[config.mk]
export PLATFORM = sky130hd
export DESIGN_NAME = auto_flow_control
export DESIGN_NICKNAME = d
export VERILOG_FILES = /design/src/hdl/flow_ctrl_pkg.sv /design/src/hdl/auto_flow_control.sv
export SDC_FILE = /design/constraint.sdc
export NUM_CORES = 1
export LEC_CHECK = 0
export BUFFER_PORTS_ARGS = -buffer_cell sky130_fd_sc_hd__buf_2
export CAP_MARGIN = 20
export CORE_MARGIN = 4
export CORE_UTILIZATION = 50
export DETAILED_ROUTE_END_ITERATION = 10
export PLACE_DENSITY_LB_ADDON = 0.2
export RECOVER_POWER = 25
export SETUP_SLACK_MARGIN = 0.02
export SLEW_MARGIN = 5
export SYNTH_ARGS = -nofsm -noshare
export SYNTH_HDL_FRONTEND = slang
export SYNTH_SLANG_ARGS = --single-unit
[constraint.sdc]
create_clock -name sys_clk -period 5.05 [get_ports sys_clk]
set_input_delay 0.505 -clock sys_clk [delete_from_list [all_inputs] [get_ports sys_clk]]
set_output_delay 0.505 -clock sys_clk [all_outputs]
set_load 0.05 [all_outputs]
[src/hdl/flow_ctrl_pkg.sv]
// Constants, register map and timing for the automatic flow control block.
// Assumes a single 200 MHz clock and an APB register port with 32-bit data.
package flow_ctrl_pkg;
    localparam int unsigned ADDR_W        = 12;
    localparam int unsigned DATA_W        = 32;
    localparam int unsigned FIFO_W        = 14;
    localparam int unsigned COUNT_W       = 18;
    localparam int unsigned LEVEL_W       = 8;
    localparam int unsigned PERIOD_W      = 4;
    localparam int unsigned SELECT_W      = 4;
    localparam int unsigned PAUSE_W       = 16;
    localparam int unsigned DUR_CODES     = 16;

    // Register byte addresses
    localparam logic [ADDR_W-1:0] WINDOW_DATA_OFS = 12'h0a8;
    localparam logic [ADDR_W-1:0] FLOW_CFG_OFS    = 12'h0ac;

    // Reset values
    localparam logic [DATA_W-1:0]   WINDOW_DATA_RST = 32'h0000_0000;
    localparam logic [LEVEL_W-1:0]  LEVEL_RST       = 8'h00;
    localparam logic [PERIOD_W-1:0] PERIOD_RST      = 4'h0;
    localparam logic [SELECT_W-1:0] SELECT_RST      = 4'h0;
    localparam logic [DATA_W-1:0]   READ_ZERO       = 32'h0000_0000;
    localparam logic [PAUSE_W-1:0]  ZERO_PAUSE      = 16'h0000;

    // Field positions of flow_control_config
    localparam int unsigned HI_LSB    = 16;
    localparam int unsigned LO_LSB    = 8;
    localparam int unsigned DUR_LSB   = 4;
    localparam int unsigned MULT_BIT  = 3;
    localparam int unsigned BRD_BIT   = 2;
    localparam int unsigned OWN_BIT   = 1;
    localparam int unsigned ANY_BIT   = 0;
    localparam int unsigned UNIT_SHIFT = 6;   // Thresholds count 64-byte units

    // Timing
    localparam int unsigned CLK_FREQ_MHZ = 200;
    localparam int unsigned NS_PER_US    = 1000;
    typedef int unsigned dur_table_t [DUR_CODES];
    localparam dur_table_t BP_TIME_100M_NS = '{
        5000, 10000, 15000, 25000, 50000, 100000, 150000, 200000,
        250000, 300000, 350000, 400000, 450000, 500000, 550000, 600000};
    localparam int unsigned BP_EXTRA_10M_NS = 2200;

    // Least time rounds up to whole cycles, never below one
    function automatic int unsigned cycles_from_ns(input int unsigned ns);
        int unsigned c;
        c = (ns * CLK_FREQ_MHZ + NS_PER_US - 1) / NS_PER_US;
        return (c == 0) ? 1 : c;
    endfunction : cycles_from_ns
endpackage : flow_ctrl_pkg
[src/hdl/auto_flow_control.sv]
// Automatic flow control configuration and MAC window data register.
// Assumes FIFO level, frame events and MAC controls come from logic on sys_clk.
//
// Overview of operation
// - Window data register, 32 bits, resets zero
// - No pause or pressure while transmitter disabled
// - Trigger at high threshold, 64-byte units
// - Full duplex: one pause per crossing
// - Half duplex: jam matching frames for period
// - Below low threshold: send zero-time pause
// - Zero pause only after high pause sent
// - Pressure period field, unused in full duplex
// - Period codes map 5 to 600 us at 100 Mb/s
// - Multicast select bit, half duplex only
// - Broadcast select bit, half duplex only
// - Own-address select bit, half duplex only
// - Any-frame bit; sole full-duplex enable
// - Any-frame reacts at next valid preamble
// - Any-frame overrides the other select bits
`timescale 1ns/100ps

module auto_flow_control
    import flow_ctrl_pkg::*;
#(
    parameter int unsigned FIFO_BITS             = flow_ctrl_pkg::FIFO_W,
    parameter flow_ctrl_pkg::dur_table_t PRESSURE_100M_NS = flow_ctrl_pkg::BP_TIME_100M_NS,
    parameter int unsigned PRESSURE_10M_EXTRA_NS = flow_ctrl_pkg::BP_EXTRA_10M_NS
)
(
    input  wire logic                                sys_clk,
    input  wire logic                                rst_b,
    input  wire logic                                psel,
    input  wire logic                                penable,
    input  wire logic                                pwrite,
    input  wire logic [flow_ctrl_pkg::ADDR_W-1:0]    paddr,
    input  wire logic [flow_ctrl_pkg::DATA_W-1:0]    pwdata,
    output logic                                     pready,
    output logic [flow_ctrl_pkg::DATA_W-1:0]         prdata,
    output logic                                     pslverr,
    input  wire logic                                macLoad,
    input  wire logic [flow_ctrl_pkg::DATA_W-1:0]    macLoadData,
    output logic [flow_ctrl_pkg::DATA_W-1:0]         windowData,
    input  wire logic                                txEnable,
    input  wire logic                                fullDuplex,
    input  wire logic                                speed100,
    input  wire logic [FIFO_BITS-1:0]                rxFifoBytes,
    input  wire logic                                rxPreamble,
    input  wire logic                                rxAddrValid,
    input  wire logic                                rxMulticast,
    input  wire logic                                rxBroadcast,
    input  wire logic                                rxOwnAddr,
    input  wire logic [flow_ctrl_pkg::PAUSE_W-1:0]   pauseTimeValue,
    output logic                                     pauseSend,
    output logic [flow_ctrl_pkg::PAUSE_W-1:0]        pauseTime,
    output logic                                     backPressure
);
    import flow_ctrl_pkg::*;

    typedef struct packed {
        logic [DATA_W-1:0]   windowData;
        logic [LEVEL_W-1:0]  highLevel;
        logic [LEVEL_W-1:0]  lowLevel;
        logic [PERIOD_W-1:0] period;
        logic [SELECT_W-1:0] select;
        logic                pauseSent;
        logic [COUNT_W-1:0]  pressureCount;
        logic                backPressure;
        logic                pauseSend;
        logic [PAUSE_W-1:0]  pauseTime;
        logic                pready;
        logic [DATA_W-1:0]   prdata;
        logic                pslverr;
    } state_t;

    state_t             q;
    state_t             d;
    logic [COUNT_W-1:0] cycles100 [DUR_CODES];
    logic [COUNT_W-1:0] cycles10  [DUR_CODES];
    logic [FIFO_BITS:0] fifoLevel;
    logic [FIFO_BITS:0] highBytes;
    logic [FIFO_BITS:0] lowBytes;
    logic               aboveHigh;
    logic               belowLow;
    logic               anySelect;
    logic               frameHit;
    logic [COUNT_W-1:0] pressureLoad;
    logic [DATA_W-1:0]  configWord;

    // Pressure period per code, both line rates
    for (genvar i = 0; i < DUR_CODES; i++)
    begin : g_period
        assign cycles100[i] = COUNT_W'(cycles_from_ns(PRESSURE_100M_NS[i]));
        assign cycles10[i]  = COUNT_W'(cycles_from_ns(PRESSURE_100M_NS[i]
                                                      + PRESSURE_10M_EXTRA_NS));
    end

    assign fifoLevel = (FIFO_BITS+1)'(rxFifoBytes);
    assign highBytes = (FIFO_BITS+1)'({q.highLevel, {UNIT_SHIFT{1'b0}}});
    assign lowBytes  = (FIFO_BITS+1)'({q.lowLevel, {UNIT_SHIFT{1'b0}}});
    assign aboveHigh = (fifoLevel >= highBytes);
    assign belowLow  = (fifoLevel < lowBytes);
    assign anySelect = q.select[ANY_BIT];

    // Any-frame fires on the preamble and masks the address-based selects
    assign frameHit = anySelect ? rxPreamble :
                      (rxAddrValid &&
                       ((q.select[MULT_BIT] && rxMulticast)  ||
                        (q.select[BRD_BIT]  && rxBroadcast)  ||
                        (q.select[OWN_BIT]  && rxOwnAddr)));

    assign pressureLoad = speed100 ? cycles100[q.period] : cycles10[q.period];

    assign configWord = (DATA_W'(q.highLevel) << HI_LSB) |
                        (DATA_W'(q.lowLevel)  << LO_LSB) |
                        (DATA_W'(q.period)    << DUR_LSB) |
                        DATA_W'(q.select);

    always_comb
    begin
        d           = q;
        d.pready    = 1'b0;
        d.pslverr   = 1'b0;
        d.pauseSend = 1'b0;

        // APB: answer one cycle into the access phase
        if (psel && penable && !q.pready)
        begin
            d.pready = 1'b1;
            case (paddr)
                WINDOW_DATA_OFS: d.prdata = q.windowData;
                FLOW_CFG_OFS:    d.prdata = configWord;
                default:
                begin
                    d.prdata  = READ_ZERO;
                    d.pslverr = 1'b1;
                end
            endcase
        end

        // Writes land at the edge where the master sees pready
        if (psel && penable && q.pready && pwrite)
        begin
            case (paddr)
                WINDOW_DATA_OFS: d.windowData = pwdata;
                FLOW_CFG_OFS:
                begin
                    d.highLevel = pwdata[HI_LSB +: LEVEL_W];
                    d.lowLevel  = pwdata[LO_LSB +: LEVEL_W];
                    d.period    = pwdata[DUR_LSB +: PERIOD_W];
                    d.select    = pwdata[ANY_BIT +: SELECT_W];
                end
                default: d.windowData = q.windowData;
            endcase
        end

        // Read result returned from the MAC side
        if (macLoad)
        begin
            d.windowData = macLoadData;
        end

        // Full duplex pause frames
        if (fullDuplex && txEnable)
        begin
            if (anySelect && aboveHigh && rxPreamble && !q.pauseSent)
            begin
                d.pauseSend = 1'b1;
                d.pauseTime = pauseTimeValue;
                d.pauseSent = 1'b1;
            end
            else if (q.pauseSent && belowLow)
            begin
                d.pauseSend = 1'b1;
                d.pauseTime = ZERO_PAUSE;
                d.pauseSent = 1'b0;
            end
        end

        // Half duplex back pressure
        if (fullDuplex || !txEnable)
        begin
            d.pressureCount = '0;
        end
        else if (aboveHigh && frameHit)
        begin
            d.pressureCount = pressureLoad;
        end
        else if (q.pressureCount != '0)
        begin
            d.pressureCount = q.pressureCount - COUNT_W'(1);
        end
        d.backPressure = (d.pressureCount != '0);
    end

    always_ff @(posedge sys_clk or negedge rst_b)
    begin
        if (!rst_b)
        begin
            q            <= '0;
            q.windowData <= WINDOW_DATA_RST;
            q.highLevel  <= LEVEL_RST;
            q.lowLevel   <= LEVEL_RST;
            q.period     <= PERIOD_RST;
            q.select     <= SELECT_RST;
        end
        else
        begin
            q <= d;
        end
    end

    assign pready       = q.pready;
    assign prdata       = q.prdata;
    assign pslverr      = q.pslverr;
    assign windowData   = q.windowData;
    assign pauseSend    = q.pauseSend;
    assign pauseTime    = q.pauseTime;
    assign backPressure = q.backPressure;

    // Checks
    a_window_read_data: assert property (
        @(posedge sys_clk) disable iff (!rst_b)
        (psel && penable && !q.pready && !pwrite && paddr == WINDOW_DATA_OFS)
        |=> (pready && prdata == $past(q.windowData)))
        else $error("window data read returned wrong value");

    a_pause_tx_off: assert property (
        @(posedge sys_clk) disable iff (!rst_b)
        pauseSend |-> $past(txEnable))
        else $error("pause frame sent with transmitter disabled");

    a_pressure_tx_off: assert property (
        @(posedge sys_clk) disable iff (!rst_b)
        !txEnable |=> !backPressure)
        else $error("back pressure with transmitter disabled");

    a_high_pause_sent: assert property (
        @(posedge sys_clk) disable iff (!rst_b)
        (fullDuplex && txEnable && anySelect && aboveHigh && rxPreamble && !q.pauseSent)
        |=> (pauseSend && pauseTime == $past(pauseTimeValue)))
        else $error("high threshold pause missing or wrong time");

    a_single_pause: assert property (
        @(posedge sys_clk) disable iff (!rst_b)
        (q.pauseSent && aboveHigh) |=> !pauseSend)
        else $error("second pause frame for one crossing");

    a_zero_pause_sent: assert property (
        @(posedge sys_clk) disable iff (!rst_b)
        (fullDuplex && txEnable && q.pauseSent && belowLow && !aboveHigh)
        |=> (pauseSend && pauseTime == ZERO_PAUSE))
        else $error("zero-time pause missing");

    a_zero_after_high: assert property (
        @(posedge sys_clk) disable iff (!rst_b)
        (pauseSend && !$past(q.pauseSent)) |-> $past(aboveHigh))
        else $error("pause frame without prior high crossing");

    a_jam_on_match: assert property (
        @(posedge sys_clk) disable iff (!rst_b)
        (!fullDuplex && txEnable && aboveHigh && frameHit)
        |=> (backPressure && q.pressureCount == $past(pressureLoad)))
        else $error("matching frame not jammed");

    a_full_duplex_quiet: assert property (
        @(posedge sys_clk) disable iff (!rst_b)
        fullDuplex |=> !backPressure)
        else $error("back pressure in full duplex");

    a_any_overrides: assert property (
        @(posedge sys_clk) disable iff (!rst_b)
        (anySelect && !rxPreamble && q.pressureCount == '0 && !fullDuplex)
        |=> !backPressure)
        else $error("address select acted with any-frame set");

    a_window_write: assert property (
        @(posedge sys_clk) disable iff (!rst_b)
        (pready && psel && penable && pwrite && paddr == WINDOW_DATA_OFS && !macLoad)
        |=> (windowData == $past(pwdata)))
        else $error("window data write did not land");

    a_mac_load: assert property (
        @(posedge sys_clk) disable iff (!rst_b)
        macLoad
        |=> (windowData == $past(macLoadData)))
        else $error("MAC read return not stored in window data");

    a_pready_pulse: assert property (
        @(posedge sys_clk) disable iff (!rst_b)
        pready
        |=> !pready)
        else $error("ready held longer than one cycle");

    a_cfg_top_zero: assert property (
        @(posedge sys_clk) disable iff (!rst_b)
        (pready && $past(paddr) == FLOW_CFG_OFS)
        |-> (prdata[DATA_W-1:HI_LSB+LEVEL_W] == '0))
        else $error("reserved config bits read non-zero");

    a_high_needs_level: assert property (
        @(posedge sys_clk) disable iff (!rst_b)
        (!aboveHigh && !q.pauseSent)
        |=> !pauseSend)
        else $error("pause frame below high threshold");

    a_below_high_idle: assert property (
        @(posedge sys_clk) disable iff (!rst_b)
        (!aboveHigh && q.pressureCount == '0)
        |=> !backPressure)
        else $error("back pressure below high threshold");

    a_low_needs_level: assert property (
        @(posedge sys_clk) disable iff (!rst_b)
        (q.pauseSent && !belowLow)
        |=> !pauseSend)
        else $error("zero pause above low threshold");

    a_no_pause_half: assert property (
        @(posedge sys_clk) disable iff (!rst_b)
        !fullDuplex
        |=> !pauseSend)
        else $error("pause frame in half duplex");

    a_pause_time_held: assert property (
        @(posedge sys_clk) disable iff (!rst_b)
        !pauseSend
        |-> $stable(pauseTime))
        else $error("pause time changed without a frame");

    a_flag_on_pause: assert property (
        @(posedge sys_clk) disable iff (!rst_b)
        (pauseSend && !$past(q.pauseSent))
        |-> q.pauseSent)
        else $error("pause-sent flag not recorded");

    a_pressure_count: assert property (
        @(posedge sys_clk) disable iff (!rst_b)
        (!fullDuplex && txEnable && !(aboveHigh && frameHit) && q.pressureCount != '0)
        |=> (q.pressureCount == $past(q.pressureCount) - COUNT_W'(1)))
        else $error("pressure period not counting down");

    a_addr_select_idle: assert property (
        @(posedge sys_clk) disable iff (!rst_b)
        (!anySelect && !rxAddrValid && q.pressureCount == '0)
        |=> !backPressure)
        else $error("back pressure without decoded address");
endmodule : auto_flow_control

==> impl_metrics.toml <==
[finish]
syn_to_final_growth_pct = 16.32
nets = 1053
fill_cells = 1367
stdcell_area_um2 = 8670
multi_input_area_um2 = 3396
antenna_cells = 0
seq_area_um2 = 3178
drive_gt1_frac = 0.2843

[sta]
tightest_slew_ns = 2.746
clock_skew_ns = 0.007752
fin_ws_ns = 1.692
hold_viol = 0
finalMaxSlewViolations = 111
fmax_ghz = 0.2978
min_period_ns = 3.358
relSlewSlack = -0.8303
rsz0062_at_grt = "false"
final.period_utilization = 0.6650
fin_tns_setup_ns = 0
setup_viol = 0

[global_route]
grt_usage = 0.2238
overflow = 0
grt_pass1_wl_mm = 29.52
grt_max_degree = 78
antenna_found_initial = 0
grt_pass1_vias = 5713

[clock_tree]
cts_tree = "done"
cts_root_buffer = "clkbuf_16"
path_clk_slew_ns = 0.06
clock_sinks = 127
cts_made_buffers = 17
h-tree-depth = 4
clk_latency_ns = 0.42
cts_resized = 0
clockBufferDepth = 2
cts_setup_buffers = 0
cts_hold_buf = 0

[die]
io-pin-count = 204
dieArea_um2 = 16920
num_rows = 44
chipHeight_um = 130.1
dieWidth_um = 130.1
coreArea_um2 = 14590
initial_utilization = 0.5109

[logic_synthesis]
ys_top_cells_by_count = "dfrtp_1 (127), nand2_1 (122), buf_4 (83), mux2i_1 (65), o21ai_1 (47)"
ys_async_sr_fraction = 1.000
netlist_area_um2 = 7453
synth_top_flop_cell = "dfrtp_1"
ys_seq_area_frac = 0.4264
yosysMostFrequentCell = "dfrtp_1"
ys_types = 60
yosys_warnings = 0
synth_top_area_cell = "dfrtp_1"
synth_edf_count = 0
yosys-top-cells-area = "dfrtp_1 (43%), mux2i_1 (8.7%), buf_4 (8.4%)"
ys_ff_latch = 127
syn_area_per_cell_um2 = 9.328
syn_inst = 799
synth_fp_nets = 947
synth_top_area_share = 0.4264

[critical_path]
endpoint = "prdata[29]"
required_ns = 5.35
critPathMaxFanout = 58
crit_path_end_kind = "flop"
crit_start = "pready"
worstRegToRegCells = 4
critPathKind = "flop to flop"
r2r_slack_ns = 1.69
start_kind = "flop"
cp_data_arrival_time_ns = 3.66
reg2reg_from = "pready"
timing.rr.end = "prdata[29]"

[flow_run]
drv_cap = 2

[drt]
drtIter0Drc = 320
drc = 0
ant_nets = 0
wirelength_mm = 18.63
drtPass1Iterations = 5
viasPerCell = 5.374
num_vias = 5922
routedWlPerCell_um = 16.90

[pwr]
p_leak_nw = 4.317
ir_worst_vdd_uv = 249.4
total_power_w = 0.003838
power.density_nw_per_um2 = 442.7

[placement]
pre_cts_ws_ns = 1.852
dp_hpwl_mm = 13.48
place.gp.congestion = 0.8049
placed_cell_area_um2 = 8000
port_buffers = 203

[worst_hold_path]
holdCritPathClass = "input pin to asynchronous set/reset pin"

[run_status]
violations = "capacitance limit, slew limit"
outcome = "finished with violations"
## cell usage in the layout (no fill, tap or decap), types with 3 or more instances in the layout
cell,instances
nand2b_1,12
o31ai_1,25
clkbuf_8,4
bufinv_16,4
buf_4,6
nand2_1,122
nor2_1,41
nor3_1,20
inv_1,25
a21oi_1,15
nor4_1,5
buf_2,202
mux2i_1,65
o21ai_1,47
nand3_1,4
a22o_1,8
a211oi_1,11
ha_1,28
a31oi_1,4
o21ai_0,36
mux2_2,9
xnor2_1,6
clkinv_4,3
o211ai_1,5
clkbuf_16,17
or4_1,4
a21o_1,3
dfrtp_1,127
xor2_1,6
## layer usage
metal  up-vias  wire (um)  GRT usage
li1       2922          -          -
met2       150       9115     0.3603
met3        31       1047    0.05403
met4         0        339    0.06846
met5         -          0          0
met1      2819       8125     0.3008
## report_power, final
group	internal, W	switching, W
Sequential	0.00110	0.0000872
Combinational	0.000505	0.000806
Clock	0.000883	0.000462
Total	0.00248	0.00136
## cells by family (layout without fill, tap and decap cells)
| group | after synthesis | in the layout | share of synthesized area |
|---|---|---|---|
| multiplexers | 74 | 74 | 0.1009 |
| AND/OR/NAND/NOR | 237 | 237 | 0.1489 |
| AO/OA/AOI/OAI | 170 | 170 | 0.1430 |
| buffers and inverters | 151 | 270 | 0.1197 |
| adder cells (fa/ha/maj) | 28 | 28 | 0.04700 |
| flip-flops | 127 | 127 | 0.4264 |
| XOR/XNOR | 12 | 12 | 0.01410 |
## layout make-up
class / count / share of cell area
well taps: 184 / 0.02656
multi-input cells: 521 / 0.3917
flip-flops and latches: 127 / 0.3666
repair buffers: 213 / 0.1286
clock buffers: 21 / 0.05542
clock inverters: 11 / 0.02035
inverters: 25 / 0.01082
## per-stage QoR
| step | hold slack [ns] | cells | util |
|---|---|---|---|
| global route | 0.1711 | 1102 | 0.5943 |
| finish | 0.1091 | 1102 | 0.5943 |
| floorplan | 0.2094 | 799 | - |
| detailed placement | 0.4633 | 1069 | 0.5484 |
| global placement | 0.4567 | 1069 | 0.5484 |
| CTS | 0.1433 | 1101 | 0.5934 |
## worst max-delay path, stage by stage, from the launching register on
cell      delay, ns
dfrtp_1        0.36
nand3b_1       0.11
clkbuf_1       1.78
nor3_1         0.60
a22o_1         0.37
## state kept, by name, indices dropped and copies added (netlist names)
register and flops:
backPressure 1, highBytes 8, pslverr 1, q 26, windowData 32, anySelect 1
pready 1, prdata 32, lowBytes 8, pauseTime 16, pauseSend 1
## worst min-delay path by stage
stage                from    endpoint  slack, ns
3_3_place_gp   prdata[22]  prdata[22]       0.46
3_5_place_dp    prdata[7]   prdata[7]       0.46
4_1_cts             rst_b   prdata[1]       0.14
6_report            rst_b   prdata[2]       0.11
5_1_grt             rst_b   prdata[2]       0.17
2_1_floorplan       rst_b   anySelect       0.21
No activity file was read; power rests on OpenSTA's default activity.
